## config.mk

```make
export PLATFORM = sky130hd
export DESIGN_NAME = sfr_reg_file_flat
export DESIGN_NICKNAME = d
export VERILOG_FILES = /design/src/rtl/sfr_map_pkg.sv /design/src/rtl/sfr_access_if.sv /design/src/rtl/sfr_reg_file.sv /design/src/flat_wrapper.sv
export SDC_FILE = /design/constraint.sdc
export NUM_CORES = 2
export LEC_CHECK = 0
export BUFFER_PORTS_ARGS = -buffer_cell sky130_fd_sc_hd__buf_2
export CAP_MARGIN = 25
export CORE_AREA = 3 3 301 229
export DETAILED_ROUTE_END_ITERATION = 16
export DIE_AREA = 0 0 304 232
export HOLD_SLACK_MARGIN = 0.02
export PLACE_DENSITY = 0.72
export SLEW_MARGIN = 10
export SYNTH_ARGS = -nofsm -noshare
export SYNTH_HDL_FRONTEND = slang
export SYNTH_SLANG_ARGS = --single-unit
```

## constraint.sdc

```tcl
create_clock -name clk_sys -period 3.4 [get_ports clk_sys]
set_input_delay 0.17 -clock clk_sys [delete_from_list [all_inputs] [get_ports clk_sys]]
set_output_delay 0.17 -clock clk_sys [all_outputs]
set_load 0.02 [all_outputs]
```

## src/rtl/sfr_map_pkg.sv

```systemverilog
// Special function register map: addresses, field positions, reset values.
// Assumes an 8-bit core with two 128-byte banks selected by one status bit.
package sfr_map_pkg;

  // ----------------------------------------------------------------
  // Widths
  // ----------------------------------------------------------------
  localparam int DW = 8;                         // Data width
  localparam int AW = 8;                         // Full file address width
  localparam int DIRW = 7;                       // Direct address field width
  localparam int UPCW = 5;                       // Upper PC width

  // ----------------------------------------------------------------
  // Addresses (bank 1 registers, incl. bank 1 copies of shared core registers)
  // ----------------------------------------------------------------
  localparam logic [7:0] A_IND   = 8'h80;  // indirect_access_window
  localparam logic [7:0] A_T0CFG = 8'h81;  // timer0_prescale_config
  localparam logic [7:0] A_PC_LOW = 8'h82; // program_counter_low
  localparam logic [7:0] A_STAT  = 8'h83;  // core_status
  localparam logic [7:0] A_PTR   = 8'h84;  // indirect_pointer
  localparam logic [7:0] A_ADIR  = 8'h85;  // port_a_direction
  localparam logic [7:0] A_BDIR  = 8'h86;  // port_b_direction
  localparam logic [7:0] A_UPC   = 8'h8A;  // upper_pc_holding
  localparam logic [7:0] A_ICTL  = 8'h8B;  // interrupt_control
  localparam logic [7:0] A_PIE   = 8'h8C;  // peripheral_irq_enable
  localparam logic [7:0] A_PWRF  = 8'h8E;  // power_reset_flags
  localparam logic [7:0] A_T2PR  = 8'h92;  // timer2_period
  localparam logic [7:0] A_ADCFG = 8'h9F;  // adc_pin_config
  // Bank 0 peripherals
  localparam logic [7:0] A_T1L   = 8'h0E;
  localparam logic [7:0] A_T1H   = 8'h0F;
  localparam logic [7:0] A_T1CTL = 8'h10;
  localparam logic [7:0] A_T2CNT = 8'h11;
  localparam logic [7:0] A_T2CTL = 8'h12;
  localparam logic [7:0] A_CCL   = 8'h15;
  localparam logic [7:0] A_CCH   = 8'h16;
  localparam logic [7:0] A_CPCTL = 8'h17;
  localparam logic [7:0] A_PWDB  = 8'h18;
  localparam logic [7:0] A_PWSD  = 8'h19;
  localparam logic [7:0] A_ADC_RES = 8'h1E;  // Read-only conversion result
  localparam logic [7:0] A_ADCTL = 8'h1F;
  localparam logic [7:0] A_PORTA = 8'h05;
  localparam logic [7:0] A_PORTB = 8'h06;
  localparam logic [6:0] CORE_MASK = 7'h7F;  // Low address field

  // ----------------------------------------------------------------
  // Implemented-bit masks and reset values
  // ----------------------------------------------------------------
  localparam logic [7:0] M_T1CTL = 8'h3F;
  localparam logic [7:0] M_T2CTL = 8'h7F;
  localparam logic [7:0] M_PWSD  = 8'hDF;   // Bit 5 absent
  localparam logic [7:0] M_ADIR  = 8'h1F;
  localparam logic [7:0] M_PORTA = 8'h1F;
  localparam logic [7:0] M_UPC   = 8'h1F;
  localparam logic [7:0] M_PIE   = 8'h47;
  localparam logic [7:0] M_PWRF  = 8'h03;
  localparam logic [7:0] M_ADCFG = 8'h07;
  localparam logic [7:0] M_STATW = 8'hE7;   // Timeout/powerdown not writable
  localparam logic [7:0] R_ZERO  = 8'h00;
  localparam logic [7:0] R_ONES  = 8'hFF;
  localparam logic [7:0] R_ADIR  = 8'h1F;
  localparam logic [7:0] R_STAT  = 8'h18;   // Timeout and powerdown set
  localparam logic [7:0] R_PWRF  = 8'h03;

  // ----------------------------------------------------------------
  // Field positions
  // ----------------------------------------------------------------
  localparam int STAT_BANK = 5;                  // bank_select_bit
  localparam int STAT_TO   = 4;
  localparam int STAT_PD   = 3;

endpackage : sfr_map_pkg

```

## src/rtl/sfr_access_if.sv

```systemverilog
// Decoded access from the address front end to the register file.
// Assumes one clock; the core presents a single access per cycle.
`timescale 1ns/1ps
`default_nettype none
interface sfr_access_if;
  logic [7:0] addr;       // Resolved full address
  logic       is_ind;     // Went through the indirect window
  logic       rd;         // Read strobe
  logic       wr;         // Write strobe
  logic [7:0] wdata;      // Write data
  modport front (output addr, output is_ind, output rd, output wr, output wdata);
  modport file  (input addr, input is_ind, input rd, input wr, input wdata);
endinterface : sfr_access_if
`default_nettype wire

```

## src/rtl/sfr_reg_file.sv

```systemverilog
// Register file holding implemented special registers with reset map.
// Assumes synchronous strobes from the core; peripheral logic is outside.
`timescale 1ns/1ps
`default_nettype none
module sfr_reg_file
  import sfr_map_pkg::*;
(
  input  wire logic       clk_sys,
  input  wire logic       resetn,
  input  wire logic       soft_reset,
  sfr_access_if.file      acc,
  input  wire logic [7:0] adc_result_in,
  output logic [7:0]      rdata,
  output logic            bank_sel,
  output logic [7:0]      ptr,
  output logic [4:0]      upper_pc,
  output logic [7:0]      pc_low,
  output logic            pc_load,
  output logic [4:0]      port_a_out,
  output logic [7:0]      port_b_out,
  output logic [4:0]      port_a_dir,
  output logic [7:0]      port_b_dir,
  output logic [7:0]      t0_cfg,
  output logic [7:0]      t2_ctl,
  output logic [7:0]      t2_per,
  output logic [7:0]      cp_ctl
);

  // ----------------------------------------------------------------
  // Decode helper
  // ----------------------------------------------------------------
  // Core registers answer at the same low address in both banks
  function automatic logic is_core(input logic [7:0] a, input logic [7:0] c);
    is_core = (a[6:0] == c[6:0]);
  endfunction : is_core

  // ----------------------------------------------------------------
  // Storage
  // ----------------------------------------------------------------
  logic [7:0] regs [0:255];   // Plain storage, masked per register
  logic [7:0] stat;           // Core status
  logic [7:0] wr_mask;        // Implemented bits at the address
  logic       wr_ok;          // Address implemented
  logic       core_hit;       // Shared core register

  always_comb begin
    wr_ok = 1'b1;
    wr_mask = R_ONES;
    core_hit = is_core(acc.addr, A_PC_LOW) || is_core(acc.addr, A_STAT) ||
               is_core(acc.addr, A_PTR) || is_core(acc.addr, A_UPC) ||
               is_core(acc.addr, A_ICTL);
    if (acc.is_ind && (acc.addr[6:0] == A_IND[6:0])) wr_ok = 1'b0;
    else if (core_hit) wr_mask = is_core(acc.addr, A_UPC) ? M_UPC : R_ONES;
    else if (acc.addr == A_T1L || acc.addr == A_T1H) wr_mask = R_ONES;
    else if (acc.addr == A_T1CTL) wr_mask = M_T1CTL;
    else if (acc.addr == A_T2CNT) wr_mask = R_ONES;
    else if (acc.addr == A_T2CTL) wr_mask = M_T2CTL;
    else if (acc.addr == A_CCL || acc.addr == A_CCH) wr_mask = R_ONES;
    else if (acc.addr == A_CPCTL || acc.addr == A_PWDB) wr_mask = R_ONES;
    else if (acc.addr == A_PWSD) wr_mask = M_PWSD;
    else if (acc.addr == A_ADCTL) wr_mask = R_ONES;
    else if (acc.addr == A_ADC_RES) wr_mask = R_ZERO;   // Readable, writes dropped
    else if (acc.addr == A_PORTA) wr_mask = M_PORTA;
    else if (acc.addr == A_PORTB) wr_mask = R_ONES;
    else if (acc.addr == A_T0CFG) wr_mask = R_ONES;
    else if (acc.addr == A_ADIR) wr_mask = M_ADIR;
    else if (acc.addr == A_BDIR) wr_mask = R_ONES;
    else if (acc.addr == A_PIE) wr_mask = M_PIE;
    else if (acc.addr == A_PWRF) wr_mask = M_PWRF;
    else if (acc.addr == A_T2PR) wr_mask = R_ONES;
    else if (acc.addr == A_ADCFG) wr_mask = M_ADCFG;
    else begin
      wr_ok = 1'b0;
      wr_mask = R_ZERO;
    end
  end

  // Canonical slot: core registers live at their bank-1 copy
  logic [7:0] slot;
  assign slot = core_hit ? {1'b1, acc.addr[6:0]} : acc.addr;

  // ----------------------------------------------------------------
  // Status register
  // ----------------------------------------------------------------
  always_ff @(posedge clk_sys or negedge resetn) begin
    if (!resetn) stat <= R_STAT;
    else if (soft_reset) stat <= stat & ~(8'h01 << STAT_BANK);
    else if (acc.wr && wr_ok && slot == A_STAT)
      stat <= (stat & ~M_STATW) | (acc.wdata & M_STATW);
  end

  // ----------------------------------------------------------------
  // General register writes
  // ----------------------------------------------------------------
  // Power-on values; other resets only reset the listed control regs
  always_ff @(posedge clk_sys or negedge resetn) begin
    if (!resetn) begin
      for (int i = 0; i < 256; i++) regs[i] <= R_ZERO;
      regs[A_T0CFG] <= R_ONES;
      regs[A_T2PR]  <= R_ONES;
      regs[A_ADIR]  <= R_ADIR;
      regs[A_BDIR]  <= R_ONES;
      regs[A_PWRF]  <= R_PWRF;
    end else if (soft_reset) begin
      regs[A_ADIR]  <= R_ADIR;
      regs[A_BDIR]  <= R_ONES;
      regs[A_T0CFG] <= R_ONES;
      regs[A_T2PR]  <= R_ONES;
      regs[A_T2CTL] <= R_ZERO;
      regs[A_CPCTL] <= R_ZERO;
      regs[A_PWSD]  <= R_ZERO;
      regs[A_UPC]   <= R_ZERO;
      regs[A_PC_LOW] <= R_ZERO;
    end else if (acc.wr && wr_ok && slot != A_STAT) begin
      regs[slot] <= acc.wdata & wr_mask;
    end
  end

  // ----------------------------------------------------------------
  // Read path
  // ----------------------------------------------------------------
  always_comb begin
    if (!wr_ok) rdata = R_ZERO;
    else if (slot == A_STAT) rdata = stat;
    else if (slot == A_ADC_RES) rdata = adc_result_in;
    else rdata = regs[slot] & wr_mask;
  end

  // Writing the low PC byte pulses pc_load for one cycle, in the cycle after the strobe
  always_ff @(posedge clk_sys or negedge resetn) begin
    if (!resetn) pc_load <= 1'b0;
    else pc_load <= acc.wr && wr_ok && slot == A_PC_LOW;
  end

  assign bank_sel   = stat[STAT_BANK];
  assign ptr        = regs[A_PTR];
  assign upper_pc   = regs[A_UPC][UPCW-1:0];
  assign pc_low     = regs[A_PC_LOW];
  assign port_a_out = regs[A_PORTA][4:0];
  assign port_b_out = regs[A_PORTB];
  assign port_a_dir = regs[A_ADIR][4:0];
  assign port_b_dir = regs[A_BDIR];
  assign t0_cfg     = regs[A_T0CFG];
  assign t2_ctl     = regs[A_T2CTL];
  assign t2_per     = regs[A_T2PR];
  assign cp_ctl     = regs[A_CPCTL];

  // ----------------------------------------------------------------
  // Checks
  // ----------------------------------------------------------------
  property p_unimpl_zero;
    @(posedge clk_sys) disable iff (!resetn)
      (acc.addr inside {[A_T2CTL + 8'h01 : A_CCL - 8'h01],
                        [A_PWSD + 8'h01 : A_ADC_RES - 8'h01],
                        [A_T2PR + 8'h01 : A_ADCFG - 8'h01]}) |-> rdata == R_ZERO;
  endproperty
  a_unimpl_zero: assert property (p_unimpl_zero) else $error("unimpl read nonzero");
  property p_shut_bit5;
    @(posedge clk_sys) disable iff (!resetn) regs[A_PWSD][5] == 1'b0;
  endproperty
  a_shut_bit5: assert property (p_shut_bit5) else $error("shutdown bit5 set");
  property p_soft_dirs;
    @(posedge clk_sys) disable iff (!resetn)
      soft_reset |=> port_a_dir == 5'h1F && port_b_dir == 8'hFF;
  endproperty
  a_soft_dirs: assert property (p_soft_dirs) else $error("dirs not inputs");
  property p_pc_load;
    @(posedge clk_sys) disable iff (!resetn)
      (acc.wr && wr_ok && slot == A_PC_LOW && !soft_reset) |=> pc_load;
  endproperty
  a_pc_load: assert property (p_pc_load) else $error("pc load missing");
  property p_upc_width;
    @(posedge clk_sys) disable iff (!resetn) regs[A_UPC][7:5] == 3'b000;
  endproperty
  a_upc_width: assert property (p_upc_width) else $error("upper pc bits set");
  property p_core_shared;
    @(posedge clk_sys) disable iff (!resetn)
      (acc.wr && !soft_reset && !acc.is_ind && acc.addr == {1'b0, A_PTR[6:0]})
        |=> ptr == $past(acc.wdata);
  endproperty
  a_core_shared: assert property (p_core_shared) else $error("bank0 ptr miss");
  property p_port_latch;
    @(posedge clk_sys) disable iff (!resetn)
      (acc.wr && !soft_reset && acc.addr == A_PORTB) |=> port_b_out == $past(acc.wdata);
  endproperty
  a_port_latch: assert property (p_port_latch) else $error("port latch");
  property p_soft_t2;
    @(posedge clk_sys) disable iff (!resetn)
      soft_reset |=> t2_per == 8'hFF && t2_ctl == 8'h00 && cp_ctl == 8'h00;
  endproperty
  a_soft_t2: assert property (p_soft_t2) else $error("reset values");

endmodule : sfr_reg_file
`default_nettype wire

```

## src/flat_wrapper.sv

```systemverilog
// flat-port wrapper written by rule: the top's interface ports become plain ports
module sfr_reg_file_flat import sfr_map_pkg::*;
  (clk_sys, resetn, soft_reset, adc_result_in, rdata, bank_sel, ptr, upper_pc, pc_low, pc_load, port_a_out, port_b_out, port_a_dir, port_b_dir, t0_cfg, t2_ctl, t2_per, cp_ctl, acc_addr, acc_is_ind, acc_rd, acc_wr, acc_wdata);
  sfr_access_if acc_i ();
  input  wire logic clk_sys;
  input  wire logic resetn;
  input  wire logic soft_reset;
  input  wire logic [7:0] adc_result_in;
  output logic [7:0] rdata;
  output logic bank_sel;
  output logic [7:0] ptr;
  output logic [4:0] upper_pc;
  output logic [7:0] pc_low;
  output logic pc_load;
  output logic [4:0] port_a_out;
  output logic [7:0] port_b_out;
  output logic [4:0] port_a_dir;
  output logic [7:0] port_b_dir;
  output logic [7:0] t0_cfg;
  output logic [7:0] t2_ctl;
  output logic [7:0] t2_per;
  output logic [7:0] cp_ctl;
  input wire logic [$bits(acc_i.addr)-1:0] acc_addr;
  input wire logic [$bits(acc_i.is_ind)-1:0] acc_is_ind;
  input wire logic [$bits(acc_i.rd)-1:0] acc_rd;
  input wire logic [$bits(acc_i.wr)-1:0] acc_wr;
  input wire logic [$bits(acc_i.wdata)-1:0] acc_wdata;
  assign acc_i.addr = acc_addr;
  assign acc_i.is_ind = acc_is_ind;
  assign acc_i.rd = acc_rd;
  assign acc_i.wr = acc_wr;
  assign acc_i.wdata = acc_wdata;
  sfr_reg_file u_core (.clk_sys(clk_sys), .resetn(resetn), .soft_reset(soft_reset), .acc(acc_i), .adc_result_in(adc_result_in), .rdata(rdata), .bank_sel(bank_sel), .ptr(ptr), .upper_pc(upper_pc), .pc_low(pc_low), .pc_load(pc_load), .port_a_out(port_a_out), .port_b_out(port_b_out), .port_a_dir(port_a_dir), .port_b_dir(port_b_dir), .t0_cfg(t0_cfg), .t2_ctl(t2_ctl), .t2_per(t2_per), .cp_ctl(cp_ctl));
endmodule
```

==> qor_table.md <==
| Quantity | Reported | Unit |
|:---|:---|:---|
| Worst path cell trace | mux4_2 -> mux4_2 -> a22oi_1 -> nand3_1 -> a31o_2 -> buf_2 | - |
| Area inside the core boundary | 66,400 | sq um |
| Sequential cell fraction of total power | 50.8 | % |
| Antenna violations before repair | 2 | - |
| Pin count of the biggest net entering global routing | 108 | - |
| Post-detailed-placement half-perimeter wirelength | 56.6 | mm |
| Fmax | 300 | MHz |
| CP dominant cell by count | sky130_fd_sc_hd__mux4_2 | - |
| Dominant synthesized flop cell | sky130_fd_sc_hd__dfrtp_1 | - |
| Number of top-level design ports | 119 | - |
| Most area-hungry cell type in the Yosys netlist | sky130_fd_sc_hd__dfrtp_1 | - |
| Total gr overflow | 0 | - |
| Startpoint type of the worst setup path | register | - |
| Setup Buffers After CTS | 0 | - |
| Pre-antenna DRT Iters | 7 | - |
| Die width | 304 | um |
| Clk_lat worst skew | 620 | ps |
| Reg clk slew, reported paths | 70 | ps |
| Share of async-settable or async-resettable flops after synthesis | 100 | % |
| Data arrival, critical path | 3160 | ps |
| Status | complete, no violations | - |
| EDFF count, synth | 0 | - |
| Initial core utilization | 55.5 | % |
| Yosys cell types | 72 | - |
| Setup Total Neg Slack | 0 | ps |
| Clock root buffer | sky130_fd_sc_hd__clkbuf_16 | - |
| Total DRC errors in the routed layout | 0 | - |
| Maximum buffer depth of the clock tree | 3 | - |
| Total power draw | 0.0212 | W |
| Layout cells sized above 1 | 35.7 | % |
| Switching Power | 0.00473 | W |
| Leakage | 18.6 | nW |
| H-tree levels | 3 | - |
| Final critical-path share of the clock period | 97.9 | % |
| Clock tree from TritonCTS | built | - |
| Commonest non-fill, non-tap cell in the layout | sky130_fd_sc_hd__dfrtp_1 | - |
| Antenna violation net count after detailed routing | 0 | - |
| Share of the yosys chip area belonging to registers | 61.4 | % |
| Gates resized, CTS repair | 0 | - |
| Worst slew pin tran | 1050 | ps |
| Fraction of synthesized cell area taken by the top area cell type | 59.2 | % |
| Detail-routed via count per cell | 5.83 | - |
| First-pass GRT wire length | 128 | mm |
| Number of synthesized register bits | 903 | - |
| Max VDD drop | 0.449 | mV |
| Pwr Density | 543 | nW/um^2 |
| Synthesized area per cell | 13.5 | sq um |
| Post-DR wirelength/cell | 26.5 | um |
| Weighted congestion at the end of routability-driven global placement | 0.895 | - |
| Post-Synthesis Cells | 2,733 | - |
| Number of max-cap violations | 0 | - |
| Remaining max-slew budget at the tightest pin | 30.0 | % |
| Die ar. | 70,500 | sq um |
| Number of CTS-inserted buffers | 82 | - |
| Final Hold Vio Count | 0 | - |
| Vias in the first global route | 19.9k | - |
| Final critical path time including I/O delays and setup | 3330 | ps |
| Final setup violating endpoints | 0 | - |
| Hold Worst Slack | 84.9 | ps |
| Cell with the biggest individual delay on the critical path | sky130_fd_sc_hd__mux4_2 | - |
| Highest fanout seen on the critical path | 2 | - |
| Cell Rows | 82 | - |
| Signed area change from the synthesized netlist to the final layout | 5.75 | % |
| Internal power | 0.0165 | W |
| # nets final | 2,219 | - |
| Die span in y | 232 | um |
| Family with the most delay on the worst path | multiplexers | - |
| Clock Power Share | 44.2 | % |
| Number of warnings issued by yosys | 0 | - |
| Nets in the synthesized netlist | 2,763 | - |
| Unrepaired setup endpoints after global routing | false | - |
| Worst path buffer plus inverter count | 1 | - |
| Pre-CTS worst setup slack | 81.3 | ps |
| Core utilization of the finished layout | 58.7 | % |
| Final clock skew | 0 | ps |
| Delay of the slowest cell on the worst path | 470 | ps |
| Iter 0 DRT Violations | 1,778 | - |
| Worst-case setup margin in the final layout | 72.2 | ps |
| Cell types with the largest area share after synthesis | sky130_fd_sc_hd__dfrtp_1 59%, sky130_fd_sc_hd__mux4_2 15%, sky130_fd_sc_hd__clkbuf_1 7.7% | - |
| Type of the worst setup path | reg2out | - |
| Switching power share of the total | 22.3 | % |
| Leading cell types in the layout, fill and taps excluded | 872 x sky130_fd_sc_hd__dfrtp_1, 242 x sky130_fd_sc_hd__mux4_2, 130 x sky130_fd_sc_hd__buf_4, 124 x sky130_fd_sc_hd__nand2_1, 114 x sky130_fd_sc_hd__buf_2 | - |
| Number of pins with negative max-slew slack in the final report | 0 | - |
| Cell Area, Synth | 36,900 | sq um |
| Sink count of the clock tree | 903 | - |
| Final Routed Wirelength | 83.1 | mm |
| Hold WC Path Type | in2reg | - |
| Overall via count from detail_route | 18.3k | - |
| Global Route Usage Sum | 24.2 | % |
| Sort of element at the end of the critical path | output port | - |
| Number of filler cells placed in the layout | 4,786 | - |
| Portion of total power attributed to combinational logic | 5.0 | % |
| I/O Buffers | 117 | - |
| Worst Path Required | 3230 | ps |
[sequential cells by signal, summed over array words and instances, names as in the netlist]
register / cells
u_core.stat: 6
u_core.t2_ctl: 8
u_core.port_b_out: 8
u_core.port_a_dir: 5
u_core.ptr: 8
u_core.port_a_out: 5
u_core.t0_cfg: 8
u_core.regs: 817
u_core.cp_ctl: 8
u_core.upper_pc: 5
u_core.port_b_dir: 8
u_core.t2_per: 8
u_core.pc_load: 1
u_core.pc_low: 8
[Yosys cell counts (9+ instances only)]
cell / count
sky130_fd_sc_hd__dfrtp_1: 872
sky130_fd_sc_hd__clkbuf_1: 755
sky130_fd_sc_hd__mux4_2: 242
sky130_fd_sc_hd__nand2_1: 124
sky130_fd_sc_hd__mux2_2: 103
sky130_fd_sc_hd__buf_4: 89
sky130_fd_sc_hd__buf_2: 44
sky130_fd_sc_hd__nor2_1: 43
sky130_fd_sc_hd__mux2i_1: 41
sky130_fd_sc_hd__a21oi_1: 34
sky130_fd_sc_hd__nor2b_1: 33
sky130_fd_sc_hd__dfstp_2: 31
sky130_fd_sc_hd__a22oi_1: 30
sky130_fd_sc_hd__nand3_1: 26
sky130_fd_sc_hd__o21ai_0: 19
sky130_fd_sc_hd__o211ai_1: 18
sky130_fd_sc_hd__nor4_4: 13
sky130_fd_sc_hd__and3_1: 12
sky130_fd_sc_hd__inv_1: 12
sky130_fd_sc_hd__buf_1: 11
sky130_fd_sc_hd__o22ai_1: 10
sky130_fd_sc_hd__nand2b_1: 9
[final cells by class]
cell class	count	area [sq um]	area share [%]
clock buffer	116	2340	6.01
clock inverter	31	378	0.970
inverter	14	52.6	0.135
antenna	1	2.50	0.00642
timing repair buffer	274	2050	5.27
tap	882	1100	2.83
multi-input combinational	914	10400	26.7
sequential	903	22600	58.1
[routing by layer]
| metal | part of all wire (%) | track usage [%] | vias to the layer above | wire [um] |
|---|---|---|---|---|
| li1 | - | - | 7800 | - |
| met1 | 45 | 37.4 | 9700 | 37500 |
| met2 | 44 | 34.8 | 641 | 36900 |
| met3 | 7.5 | 5.61 | 145 | 6240 |
| met4 | 2.8 | 7.03 | 2 | 2350 |
| met5 | 0.016 | 0 | - | 13 |
[repair_timing]
action | 4_1_cts | 5_1_grt
endpoints found under the setup margin | 0 | 0
hold buffers | 7 | 0
hold endpoints to repair | 93 | 0
[worst reg2reg max path, stage by stage (launching register included)]
cell,delay [ps]
sky130_fd_sc_hd__dfrtp_1,460
sky130_fd_sc_hd__mux2i_1,160
sky130_fd_sc_hd__dlygate4sd3_1,570
sky130_fd_sc_hd__nor2_1,40
[through the flow]
| stage | std cells | instance area (sq um) |
|---|---|---|
| 2_1_floorplan | 2733 | 36900 |
| 3_3_place_gp | 2979 | 36200 |
| 3_5_place_dp | 2980 | 36200 |
| 4_1_cts | 3134 | 39000 |
| 5_1_grt | 3134 | 39000 |
| 6_report | 3135 | 39000 |
[power groups by stage]
stage               Sequential (W)  Combinational, W  Clock [W]
floorplan                   0.0110          0.000487          0
global placement            0.0110           0.00104          0
detailed placement          0.0110           0.00106          0
CTS                         0.0108           0.00107    0.00953
global route                0.0108           0.00114    0.00999
finish                      0.0108           0.00105    0.00937
[cell families (layout without fill, tap and decap cells)]
family | after synthesis | after routing | synth area share (%)
buffers and inverters | 916 | 435 | 10.4
flip-flops | 903 | 903 | 61.4
multiplexers | 393 | 393 | 19.3
AND/OR/NAND/NOR | 322 | 322 | 5.00
AO/OA/AOI/OAI | 198 | 198 | 3.84
XOR/XNOR | 1 | 1 | 0.0238
other | 0 | 1 | 0
[worst paths after layout]
path	slack (ps)	from	cells past startpoint	end
setup / recovery	70	u_core.regs[549]	6	rdata[5]
hold / removal	80	acc_wdata[6]	3	u_core.stat[6]
setup reg to reg	2030	u_core.stat[5]	3	u_core.stat[5]
hold reg to reg	370	u_core.regs[803]	0	u_core.regs[803]
max in group asynchronous	2090	resetn	3	u_core.port_b_dir[6]
min in group asynchronous	220	resetn	2	u_core.regs[767]
(Power assumes the default switching activity.)
